[src/hw/iofs_pkg.sv]
package iofs_pkg;

  // ************************************************************
  // register map
  // ************************************************************
  localparam logic [11:0] IOFS_OSC_CONTROL_OFS = 12'h000;
  localparam logic [11:0] IOFS_OSC_TUNING_OFS  = 12'h004;
  localparam logic [11:0] IOFS_IRQ_STATUS_OFS  = 12'h008;
  localparam logic [11:0] IOFS_IRQ_MASK_OFS    = 12'h00C;

  // ************************************************************
  // oscillator control fields
  // ************************************************************
  localparam int FREQ_SEL_LSB   = 4;
  localparam int FREQ_SEL_MSB   = 5;
  localparam int LOCKED_BIT     = 3;
  localparam int STABLE_BIT     = 2;
  localparam logic [1:0] FREQ_SEL_RESET = 2'h2;
  localparam logic [5:0] TUNING_RESET   = 6'h00;
  localparam int TUNING_W       = 6;

  // interrupt status bit positions
  localparam int IRQ_LOCK_BIT   = 0;
  localparam int IRQ_STABLE_BIT = 1;
  localparam int IRQ_W          = 2;

  // ************************************************************
  // clock mode configuration encodings
  // ************************************************************
  typedef enum logic [1:0] {
    IOFS_EXT_CLOCK_OUT_PIN = 2'h0,
    IOFS_EXT_IO     = 2'h1,
    IOFS_INT_CLOCK_OUT_PIN = 2'h2,
    IOFS_INT_IO     = 2'h3
  } iofs_mode_e;

  // clock-out divides selected internal frequency by four
  localparam int CLOCK_OUT_PIN_DIV_LOG2 = 2;
  localparam int POST_W          = 4;

  // AXI responses
  localparam logic [1:0] AXI_OKAY   = 2'h0;
  localparam logic [1:0] AXI_SLVERR = 2'h2;

endpackage

[src/hw/iofs_sync_if.sv]
`timescale 1ns/100ps
interface iofs_sync_if;
  logic raw;
  logic synced;
  modport src (output raw, input synced);
  modport dst (input raw, output synced);
endinterface

[src/hw/iofs_top.sv]
// Added by the designer: the placing of the registers and the AXI4-Lite register port.
`timescale 1ns/100ps
// What this block does
// - external modes: clock-in drives system, clock-out selectable
// - internal clock_out_pin mode: clock-out is freq/4
// - internal io mode: both pins are gpio
// - postscaler divides by 1, 2, 4 or 8
// - locked source set: 16/8/4/2 MHz
// - locked source clear: 500/250/125/62.5 kHz
// - every reset loads frequency select with 10
// - locked source fixed, software cannot change
// - new frequency code applies without delay
// - bit 3 reads oscillator locked within 2%
// - bit 2 reads oscillator at best accuracy
// - bits 7-6, 1-0 read zero, ignore writes
// - six-bit signed tuning, resets to zero
module iofs_top
  import iofs_pkg::*;
(
  input  wire logic        aclk,
  input  wire logic        aresetn,
  input  wire logic [11:0] s_axi_awaddr,
  input  wire logic        s_axi_awvalid,
  output logic             s_axi_awready,
  input  wire logic [31:0] s_axi_wdata,
  input  wire logic [3:0]  s_axi_wstrb,
  input  wire logic        s_axi_wvalid,
  output logic             s_axi_wready,
  output logic [1:0]       s_axi_bresp,
  output logic             s_axi_bvalid,
  input  wire logic        s_axi_bready,
  input  wire logic [11:0] s_axi_araddr,
  input  wire logic        s_axi_arvalid,
  output logic             s_axi_arready,
  output logic [31:0]      s_axi_rdata,
  output logic [1:0]       s_axi_rresp,
  output logic             s_axi_rvalid,
  input  wire logic        s_axi_rready,
  input  wire logic [1:0]  clock_mode_cfg,
  input  wire logic        locked_source_cfg,
  input  wire logic        high_freq_internal_source,
  input  wire logic        mid_freq_internal_source,
  input  wire logic        osc_locked_raw,
  input  wire logic        osc_stable_raw,
  input  wire logic        clock_in_pin_i,
  input  wire logic        clock_in_gpio_o,
  input  wire logic        clock_in_gpio_oe_n,
  output logic             clock_in_pin_o,
  output logic             clock_in_pin_oe_n,
  input  wire logic        clock_out_pin_i,
  input  wire logic        clock_out_gpio_o,
  input  wire logic        clock_out_gpio_oe_n,
  output logic             clock_out_pin_o,
  output logic             clock_out_pin_oe_n,
  output logic             sys_clk_o,
  output logic             int_clk_o,
  output logic [5:0]       osc_tuning_o,
  output logic             irq
);

  // ************************************************************
  // status synchronisers
  // ************************************************************
  iofs_sync_if lock_if ();
  iofs_sync_if stab_if ();
  assign lock_if.raw = osc_locked_raw;
  assign stab_if.raw = osc_stable_raw;

  iofs_sync u_lock_sync
  (
    .aclk    (aclk),
    .aresetn (aresetn),
    .s       (lock_if.dst)
  );

  iofs_sync u_stab_sync
  (
    .aclk    (aclk),
    .aresetn (aresetn),
    .s       (stab_if.dst)
  );

  logic locked_s;
  logic stable_s;
  assign locked_s = lock_if.synced;
  assign stable_s = stab_if.synced;

  // ************************************************************
  // register state
  // ************************************************************
  logic [1:0]          freq_sel_reg;
  logic [1:0]          freq_sel_next;
  logic [5:0]          tuning_reg;
  logic [5:0]          tuning_next;
  logic [IRQ_W-1:0]    irq_stat_reg;
  logic [IRQ_W-1:0]    irq_stat_next;
  logic [IRQ_W-1:0]    irq_mask_reg;
  logic [IRQ_W-1:0]    irq_mask_next;
  logic                locked_d_reg;
  logic                stable_d_reg;
  logic                irq_reg;
  logic                irq_next;

  // ************************************************************
  // axi write channel
  // ************************************************************
  logic        aw_have_reg;
  logic        aw_have_next;
  logic [11:0] aw_addr_reg;
  logic [11:0] aw_addr_next;
  logic        w_have_reg;
  logic        w_have_next;
  logic [31:0] w_data_reg;
  logic [31:0] w_data_next;
  logic        w_strb0_reg;
  logic        w_strb0_next;
  logic        bvalid_reg;
  logic        bvalid_next;
  logic [1:0]  bresp_reg;
  logic [1:0]  bresp_next;
  logic        do_write;

  assign do_write = aw_have_reg && w_have_reg && !bvalid_reg;

  always_comb
  begin
    aw_have_next = aw_have_reg;
    aw_addr_next = aw_addr_reg;
    w_have_next  = w_have_reg;
    w_data_next  = w_data_reg;
    w_strb0_next = w_strb0_reg;
    bvalid_next  = bvalid_reg;
    bresp_next   = bresp_reg;
    if (s_axi_awvalid && !aw_have_reg)
    begin
      aw_have_next = 1'b1;
      aw_addr_next = s_axi_awaddr;
    end
    if (s_axi_wvalid && !w_have_reg)
    begin
      w_have_next  = 1'b1;
      w_data_next  = s_axi_wdata;
      w_strb0_next = s_axi_wstrb[0];
    end
    if (do_write)
    begin
      aw_have_next = 1'b0;
      w_have_next  = 1'b0;
      bvalid_next  = 1'b1;
      case (aw_addr_reg)
        IOFS_OSC_CONTROL_OFS,
        IOFS_OSC_TUNING_OFS,
        IOFS_IRQ_STATUS_OFS,
        IOFS_IRQ_MASK_OFS: bresp_next = AXI_OKAY;
        default:           bresp_next = AXI_SLVERR;
      endcase
    end
    else if (bvalid_reg && s_axi_bready)
    begin
      bvalid_next = 1'b0;
    end
  end

  always_ff @(posedge aclk)
  begin
    if (!aresetn)
    begin
      aw_have_reg <= 1'b0;
      aw_addr_reg <= 12'h000;
      w_have_reg  <= 1'b0;
      w_data_reg  <= 32'h0000_0000;
      w_strb0_reg <= 1'b0;
      bvalid_reg  <= 1'b0;
      bresp_reg   <= AXI_OKAY;
    end
    else
    begin
      aw_have_reg <= aw_have_next;
      aw_addr_reg <= aw_addr_next;
      w_have_reg  <= w_have_next;
      w_data_reg  <= w_data_next;
      w_strb0_reg <= w_strb0_next;
      bvalid_reg  <= bvalid_next;
      bresp_reg   <= bresp_next;
    end
  end

  // ************************************************************
  // control and interrupt registers
  // ************************************************************
  logic            wr_lane;
  logic [IRQ_W-1:0] irq_events;
  assign wr_lane    = do_write && w_strb0_reg;
  assign irq_events = {stable_s & ~stable_d_reg, locked_s & ~locked_d_reg};

  always_comb
  begin
    freq_sel_next = freq_sel_reg;
    tuning_next   = tuning_reg;
    irq_mask_next = irq_mask_reg;
    irq_stat_next = irq_stat_reg;
    if (wr_lane)
    begin
      case (aw_addr_reg)
        // only the field bits are stored; others dropped
        IOFS_OSC_CONTROL_OFS:
          freq_sel_next = w_data_reg[FREQ_SEL_MSB:FREQ_SEL_LSB];
        IOFS_OSC_TUNING_OFS:
          tuning_next = w_data_reg[TUNING_W-1:0];
        IOFS_IRQ_MASK_OFS:
          irq_mask_next = w_data_reg[IRQ_W-1:0];
        IOFS_IRQ_STATUS_OFS:
          irq_stat_next = irq_stat_reg & ~w_data_reg[IRQ_W-1:0];
        default:
          freq_sel_next = freq_sel_reg;
      endcase
    end
    // set beats a simultaneous clear
    irq_stat_next = irq_stat_next | irq_events;
    irq_next      = |(irq_stat_next & irq_mask_next);
  end

  always_ff @(posedge aclk)
  begin
    if (!aresetn)
    begin
      freq_sel_reg <= FREQ_SEL_RESET;
      tuning_reg   <= TUNING_RESET;
      irq_mask_reg <= '0;
      irq_stat_reg <= '0;
      locked_d_reg <= 1'b0;
      stable_d_reg <= 1'b0;
      irq_reg      <= 1'b0;
    end
    else
    begin
      freq_sel_reg <= freq_sel_next;
      tuning_reg   <= tuning_next;
      irq_mask_reg <= irq_mask_next;
      irq_stat_reg <= irq_stat_next;
      locked_d_reg <= locked_s;
      stable_d_reg <= stable_s;
      irq_reg      <= irq_next;
    end
  end

  // ************************************************************
  // axi read channel
  // ************************************************************
  logic        rvalid_reg;
  logic        rvalid_next;
  logic [31:0] rdata_reg;
  logic [31:0] rdata_next;
  logic [1:0]  rresp_reg;
  logic [1:0]  rresp_next;
  logic [7:0]  ctrl_view;

  always_comb
  begin
    ctrl_view = 8'h00;
    ctrl_view[FREQ_SEL_MSB:FREQ_SEL_LSB] = freq_sel_reg;
    ctrl_view[LOCKED_BIT] = locked_s;
    ctrl_view[STABLE_BIT] = stable_s;
  end

  always_comb
  begin
    rvalid_next = rvalid_reg;
    rdata_next  = rdata_reg;
    rresp_next  = rresp_reg;
    if (s_axi_arvalid && !rvalid_reg)
    begin
      rvalid_next = 1'b1;
      rresp_next  = AXI_OKAY;
      case (s_axi_araddr)
        IOFS_OSC_CONTROL_OFS: rdata_next = {24'h00_0000, ctrl_view};
        IOFS_OSC_TUNING_OFS:  rdata_next = {26'h000_0000, tuning_reg};
        IOFS_IRQ_STATUS_OFS:  rdata_next = {30'h0000_0000, irq_stat_reg};
        IOFS_IRQ_MASK_OFS:    rdata_next = {30'h0000_0000, irq_mask_reg};
        default:
        begin
          rdata_next = 32'h0000_0000;
          rresp_next = AXI_SLVERR;
        end
      endcase
    end
    else if (rvalid_reg && s_axi_rready)
    begin
      rvalid_next = 1'b0;
    end
  end

  always_ff @(posedge aclk)
  begin
    if (!aresetn)
    begin
      rvalid_reg <= 1'b0;
      rdata_reg  <= 32'h0000_0000;
      rresp_reg  <= AXI_OKAY;
    end
    else
    begin
      rvalid_reg <= rvalid_next;
      rdata_reg  <= rdata_next;
      rresp_reg  <= rresp_next;
    end
  end

  // ************************************************************
  // postscaler and clock-out divider
  // ************************************************************
  // locked_source_cfg is a strap input with no software path
  logic              src_clk;
  logic [POST_W-1:0] post_cnt_reg;
  logic [POST_W-1:0] post_cnt_next;
  logic              src_d_reg;
  logic              int_clk_next;
  logic              int_clk_reg;
  logic              int_d_reg;
  logic [1:0]        co_cnt_reg;
  logic [1:0]        co_cnt_next;

  // source clocks are sampled as plain inputs; internal clocks are
  // derived by edge counting, so rates must stay below aclk/2
  assign src_clk = locked_source_cfg ? high_freq_internal_source
                                     : mid_freq_internal_source;

  always_comb
  begin
    post_cnt_next = post_cnt_reg;
    if (src_clk && !src_d_reg)
    begin
      post_cnt_next = post_cnt_reg + 4'h1;
    end
    // code 11 divides by 1, 10 by 2, 01 by 4, 00 by 8
    case (freq_sel_reg)
      2'h3:    int_clk_next = src_clk;
      2'h2:    int_clk_next = post_cnt_reg[0];
      2'h1:    int_clk_next = post_cnt_reg[1];
      default: int_clk_next = post_cnt_reg[2];
    endcase
    // mux picks up new code on the next edge: no restart
    co_cnt_next = co_cnt_reg;
    if (int_clk_reg && !int_d_reg)
    begin
      co_cnt_next = co_cnt_reg + 2'h1;
    end
  end

  always_ff @(posedge aclk)
  begin
    if (!aresetn)
    begin
      post_cnt_reg <= '0;
      src_d_reg    <= 1'b0;
      int_clk_reg  <= 1'b0;
      int_d_reg    <= 1'b0;
      co_cnt_reg   <= 2'h0;
    end
    else
    begin
      post_cnt_reg <= post_cnt_next;
      src_d_reg    <= src_clk;
      int_clk_reg  <= int_clk_next;
      int_d_reg    <= int_clk_reg;
      co_cnt_reg   <= co_cnt_next;
    end
  end

  // ************************************************************
  // pin roles and system clock selection
  // ************************************************************
  iofs_mode_e mode;
  logic       sys_next;
  logic       ci_o_next;
  logic       ci_oe_n_next;
  logic       co_o_next;
  logic       co_oe_n_next;
  logic       sys_reg;
  logic       ci_o_reg;
  logic       ci_oe_n_reg;
  logic       co_o_reg;
  logic       co_oe_n_reg;

  assign mode = iofs_mode_e'(clock_mode_cfg);

  always_comb
  begin
    sys_next     = int_clk_reg;
    ci_o_next    = clock_in_gpio_o;
    ci_oe_n_next = clock_in_gpio_oe_n;
    co_o_next    = clock_out_gpio_o;
    co_oe_n_next = clock_out_gpio_oe_n;
    case (mode)
      IOFS_EXT_CLOCK_OUT_PIN:
      begin
        sys_next     = clock_in_pin_i;
        ci_o_next    = 1'b0;
        ci_oe_n_next = 1'b1;
        co_o_next    = clock_in_pin_i;
        co_oe_n_next = 1'b0;
      end
      IOFS_EXT_IO:
      begin
        sys_next     = clock_in_pin_i;
        ci_o_next    = 1'b0;
        ci_oe_n_next = 1'b1;
      end
      IOFS_INT_CLOCK_OUT_PIN:
      begin
        co_o_next    = co_cnt_reg[CLOCK_OUT_PIN_DIV_LOG2-1];
        co_oe_n_next = 1'b0;
      end
      IOFS_INT_IO:
      begin
        sys_next = int_clk_reg;
      end
      default:
      begin
        sys_next = int_clk_reg;
      end
    endcase
  end

  always_ff @(posedge aclk)
  begin
    if (!aresetn)
    begin
      sys_reg     <= 1'b0;
      ci_o_reg    <= 1'b0;
      ci_oe_n_reg <= 1'b1;
      co_o_reg    <= 1'b0;
      co_oe_n_reg <= 1'b1;
    end
    else
    begin
      sys_reg     <= sys_next;
      ci_o_reg    <= ci_o_next;
      ci_oe_n_reg <= ci_oe_n_next;
      co_o_reg    <= co_o_next;
      co_oe_n_reg <= co_oe_n_next;
    end
  end

  assign s_axi_awready      = !aw_have_reg;
  assign s_axi_wready       = !w_have_reg;
  assign s_axi_bvalid       = bvalid_reg;
  assign s_axi_bresp        = bresp_reg;
  assign s_axi_arready      = !rvalid_reg;
  assign s_axi_rvalid       = rvalid_reg;
  assign s_axi_rdata        = rdata_reg;
  assign s_axi_rresp        = rresp_reg;
  assign clock_in_pin_o     = ci_o_reg;
  assign clock_in_pin_oe_n  = ci_oe_n_reg;
  assign clock_out_pin_o    = co_o_reg;
  assign clock_out_pin_oe_n = co_oe_n_reg;
  assign sys_clk_o          = sys_reg;
  assign int_clk_o          = int_clk_reg;
  assign osc_tuning_o       = tuning_reg;
  assign irq                = irq_reg;

endmodule // iofs_top

[src/hw/iofs_sync.sv]
`timescale 1ns/100ps
module iofs_sync
(
  input  wire logic aclk,
  input  wire logic aresetn,
  iofs_sync_if.dst  s
);
  logic meta_reg;
  logic meta_next;
  logic out_reg;
  logic out_next;

  always_comb
  begin
    meta_next = s.raw;
    out_next  = meta_reg;
  end

  always_ff @(posedge aclk)
  begin
    if (!aresetn)
    begin
      meta_reg <= 1'b0;
      out_reg  <= 1'b0;
    end
    else
    begin
      meta_reg <= meta_next;
      out_reg  <= out_next;
    end
  end

  assign s.synced = out_reg;
endmodule // iofs_sync

[config.mk]
export PLATFORM = sky130hd
export DESIGN_NAME = iofs_top
export DESIGN_NICKNAME = d
export VERILOG_FILES = /design/src/hw/iofs_pkg.sv /design/src/hw/iofs_sync_if.sv /design/src/hw/iofs_top.sv /design/src/hw/iofs_sync.sv
export SDC_FILE = /design/constraint.sdc
export NUM_CORES = 1
export LEC_CHECK = 0
export BUFFER_PORTS_ARGS = -buffer_cell sky130_fd_sc_hd__buf_2
export CORE_AREA = 2 2 85 87
export DETAILED_ROUTE_END_ITERATION = 8
export DIE_AREA = 0 0 87 89
export GPL_TIMING_DRIVEN = 0
export PLACE_DENSITY = 0.74
export SYNTH_ARGS = -nofsm -noshare
export SYNTH_HDL_FRONTEND = slang
export SYNTH_SLANG_ARGS = --single-unit
[constraint.sdc]
create_clock -name aclk -period 1.8 [get_ports aclk]
set_input_delay 0 -clock aclk [delete_from_list [all_inputs] [get_ports aclk]]
set_output_delay 0 -clock aclk [all_outputs]
set_load 0.005 [all_outputs]
[Word level (Yosys, flattened, before mapping)]
Index checks and enable logic that the tools add are counted.
Storage, ports and cells
  bits of input ports: 80
  bits in registers: 92
  word-level logic and storage cells: 99
Cells by class
  bitwise operators: 9
  multiplexer cells: 16
  equal/unequal tests: 11
  reductions and logical operators: 30
  add/sub/neg operators: 2
Operator list (count)
  $eq A12 B4 Y1 const B: 4
  $eq A12 B3 Y1 const B: 2
  $logic_not A12 Y1: 2
  $pmux W6 S4: 1
  $mux W2: 6
  $logic_and A1 B1 Y1: 10
  $reduce_or A2 Y1: 4
  $reduce_or A4 Y1: 2
  $mux W1: 7
  $eq A2 B2 Y1 const B: 3
  $logic_not A1 Y1: 6
  $add A4 B1 Y4 const B: 1
  $and A2 B2 Y2: 2
  $eq A2 B1 Y1 const B: 2
  $reduce_and A2 Y1: 2
  $reduce_bool A2 Y1: 2
  $not A1 Y1: 3
  $pmux W1 S3: 1
  $reduce_or A3 Y1: 1
  $add A2 B1 Y2 const B: 1
  $and A1 B1 Y1: 2
  $logic_not A2 Y1: 1
  $not A2 Y2: 1
  $or A2 B2 Y2: 1
  $pmux W1 S2: 1

[Longest topological paths before layout]
  word-level depth: 7
  gate-level depth with buffers: 5
  mapped depth without buffers: 4

[By module]
A second synthesis with hierarchy kept.
Unflattened totals
  cells, all modules: 301
  area total of the unflattened synthesis: 2698.8 um2
Modules (own cells, without submodules)
  iofs_top: sequential area each 1181.1 um2, cells each 293, area an instance 2593.7 um2, instances 1
  iofs_sync: sequential area each 40.0 um2, cells each 4, area an instance 52.6 um2, instances 2

[Worst setup path after synthesis]
Ideal clock, no wire load.
  path kind: reg-to-reg
  from: reg aw_addr_reg[7]
  to: reg freq_sel_reg[0]
  stages on the path, launching flop included: 6
  required time: 1.668 ns
  data arrival time: 1.783 ns
  period minus slack after synthesis: 1.915 ns
  setup slack: -0.115 ns
  buffers on the path: 1
  path through: dfxtp_1 > or4_4 > or4_1 > buf_2 > o31ai_1 > a21oi_1
Between the ends
  word-level cells in the longest chain between the ends: 2
Ends and longest elaborated chain
  start: declaration: line iofs_top.sv:109  | logic [11:0] aw_addr_reg;
  start signal: assignment: line iofs_top.sv:179  | aw_addr_reg <= aw_addr_next;
  $logic_not A12 Y1: line iofs_top.sv:204  | case (aw_addr_reg)
  $reduce_and A2 Y1 (no source line)
  end signal: assignment: line iofs_top.sv:237  | freq_sel_reg <= freq_sel_next;
  end: declaration: line iofs_top.sv:91  | logic [1:0] freq_sel_reg;
No other way between the ends.
A chain may end at the register's enable or synchronous reset.

[Final worst setup path]
  from: reg aw_addr_reg[6]
  to: reg tuning_reg[5] (netlist: osc_tuning_o[5])
Between the ends
  word-level cells in the longest chain between the ends: 2
Ends and longest elaborated chain
  $eq A12 B3 Y1: line iofs_top.sv:204
  $reduce_and A2 Y1 (no source line)
  end signal: assignment: line iofs_top.sv:238  | tuning_reg <= tuning_next;
  end: declaration: line iofs_top.sv:93  | logic [5:0] tuning_reg;
No other way between the ends.

==> metrics.txt <==
Distinct cells, synth 39; CTS Buf Count 9; routed via count 2517; final cell count without fillers 540; WS Path Type reg -> reg; failing checks negative setup slack; Final nets 536; most frequent cells in the layout 73 x buf_2, 62 x dfxtp_1, 40 x nand2_1; clk root buf clkbuf_8; main area contributors after synthesis dfxtp_1 47%, buf_4 7.8%, mux2i_1 6.3%; FF+latch count, synth 63; Final period util 109%; metal1 wirelength 2930 um; Detailed Route WL 6860 um; DRT iter0 DRCs 158; # diodes 0; gp weighted congestion 0.849; CP Max Fanout 8; Worst Setup Start Kind flop; R2R Setup Slk -160 ps; Post-DRT Antenna Nets 0; Clock transition at path regs 80 ps; Slew HR 60.9%; largest net degree at the start of global routing 12; height of the die 89 um; Post-synth top flop dfxtp_1; pre-CTS setup slack -318 ps; # DRC 0; worst hold slack 20.3 ps; endpoints failing hold 0; CTS max path bufs 2; post-DP HPWL 4640 um; Fill cells 571; max-cap violations 0; Mean Syn Cell Area 8.95 um2; CTS tree yes; drt pass-1 iters 5; met2 routed WL 3390 um; leading cell type in the layout, fill and taps excluded buf_2; Cells after Synth 302; met3 WL 458 um; Ports 134; WL/cell 12.7 um; Data required, critical path 2010 ps; initial core utilization 40.2%; Synth async-reset ratio 0%; leakage power 0.00177 uW; status finished, violations left; gr ovfl total 0; Horiz. Die Dim 87 um; num rows 30; CP arrival 2170 ps; FMAX 510 MHz; post-route worst setup slack -159 ps; sequential share of the synthesized area 46.7%; first-pass GRT wire length 10600 um; Min-Delay Path Class in -> reg; clock latency on the worst-skew pair 340 ps; I/O Buffers 73; Synth top area share 46.7%; Synth-to-Final Area Change 46.8%; die area 0.00774 mm2; fin crit period 1960 ps; CTS sink cnt 63; crit path capture type flop; clock skew 15.7 ps; vias per inst 4.66; Finished Core Util 59.0%; Max Slew Vio Count 0; Syn. warnings 0; setup TNS -1200 ps; max reg flops 12; unrepaired setup endpoints after global routing true; total track usage 17.7%; vias in the first global route 2259; share of cells above drive strength 1 30.9%; EDFF count, synth 0; Core ar. 0.00672 mm2; mapped cell area 0.00270 mm2; Final setup viols 9; peak supply drop 0.348 mV; area leader, netlist dfxtp_1; Max Used Layer met4; CTS H-tree lvls 3; Worst-Margin Slew 586 ps; antenna violations before repair 0; P per Cell Area 828 mW/mm2; placed insts 482
[cell usage after synthesis (2+ instances only)]
cell type,n
nand4b_1,7
o21ai_0,2
nor4_2,2
nor4_1,4
clkbuf_1,13
a211oi_1,2
nor2b_1,8
nor2_1,30
o31ai_1,7
a21oi_1,27
a22oi_1,2
inv_1,4
nand3b_1,3
buf_4,28
or3_1,4
nand2_1,40
nand2b_1,2
mux2_2,2
nor3b_1,2
or4_4,2
nand3_1,2
dfxtp_1,63
and2_1,9
mux2i_1,17
a2bb2oi_1,4
xnor2_1,3
[report_power, final]
part	leakage [uW]	switching [uW]	internal, uW	total (uW)
logic	0.00116	215	243	458
registers	0.000516	39.3	1460	1500
clock network	0.0000958	549	780	1330
total	0.00177	804	2480	3280
[through the flow]
stage	power, uW	area (um2)
after floorplan	1760	2810
after global placement	1870	3280
after detailed placement	1880	3280
after CTS	3280	3900
after global routing	3410	3970
final	3280	3970
[worst paths after layout]
path	to	cells after the start	startpoint
hold reg to reg	u_lock_sync.s.synced$_SDFF_PN0_	1	u_lock_sync.meta_reg$_SDFF_PN0_
setup / recovery	osc_tuning_o[5]$_SDFFE_PN0P_	4	aw_addr_reg[6]$_SDFFE_PN0P_
hold / removal	src_d_reg$_SDFF_PN0_	3	high_freq_internal_source
setup reg to reg	osc_tuning_o[5]$_SDFFE_PN0P_	4	aw_addr_reg[6]$_SDFFE_PN0P_
[critical path, cell delays in order (launching register included)]
cell,delay (ps)
dfxtp_1,310
or4_4,580
or4_4,630
o31ai_1,230
a21oi_1,100
[cell families after synthesis]
| logic type | Yosys count | synth area share, % |
|---|---|---|
| AO/OA/AOI/OAI | 46 | 10.5 |
| XOR/XNOR | 4 | 1.30 |
| adder cells (fa/ha/maj) | 1 | 0.463 |
| buffers and inverters | 47 | 10.5 |
| flip-flops | 63 | 46.7 |
| multiplexers | 19 | 7.13 |
| other | 1 | 0.139 |
| AND/OR/NAND/NOR | 121 | 23.3 |
[layout make-up]
cell class	instances	area, um2	area share [%]
inverter	5	18.8	0.473
sequential	63	1260	31.8
clock buffer	11	131	3.31
buffer	41	259	6.53
multi-input combinational	219	1330	33.6
tap	80	100	2.52
timing repair buffer	116	778	19.6
clock inverter	5	82.6	2.08
[layer usage]
| layer | vias up | GRT usage [%] |
|---|---|---|
| li1 | 1283 | - |
| met1 | 1128 | 21.6 |
| met2 | 98 | 30.5 |
| met3 | 8 | 4.16 |
| met4 | 0 | 6.53 |
| met5 | - | 0 |
[what timing repair did]
action	4_1_cts	5_1_grt
endpoints found under the setup margin	11	11
pin swaps	1	5
buffers inserted	2	5
cloned	0	0
endpoints found under the hold margin	31	0
gates resized for setup	7	6
hold buffers	36	0
Power figures use the tool's default switching activity.
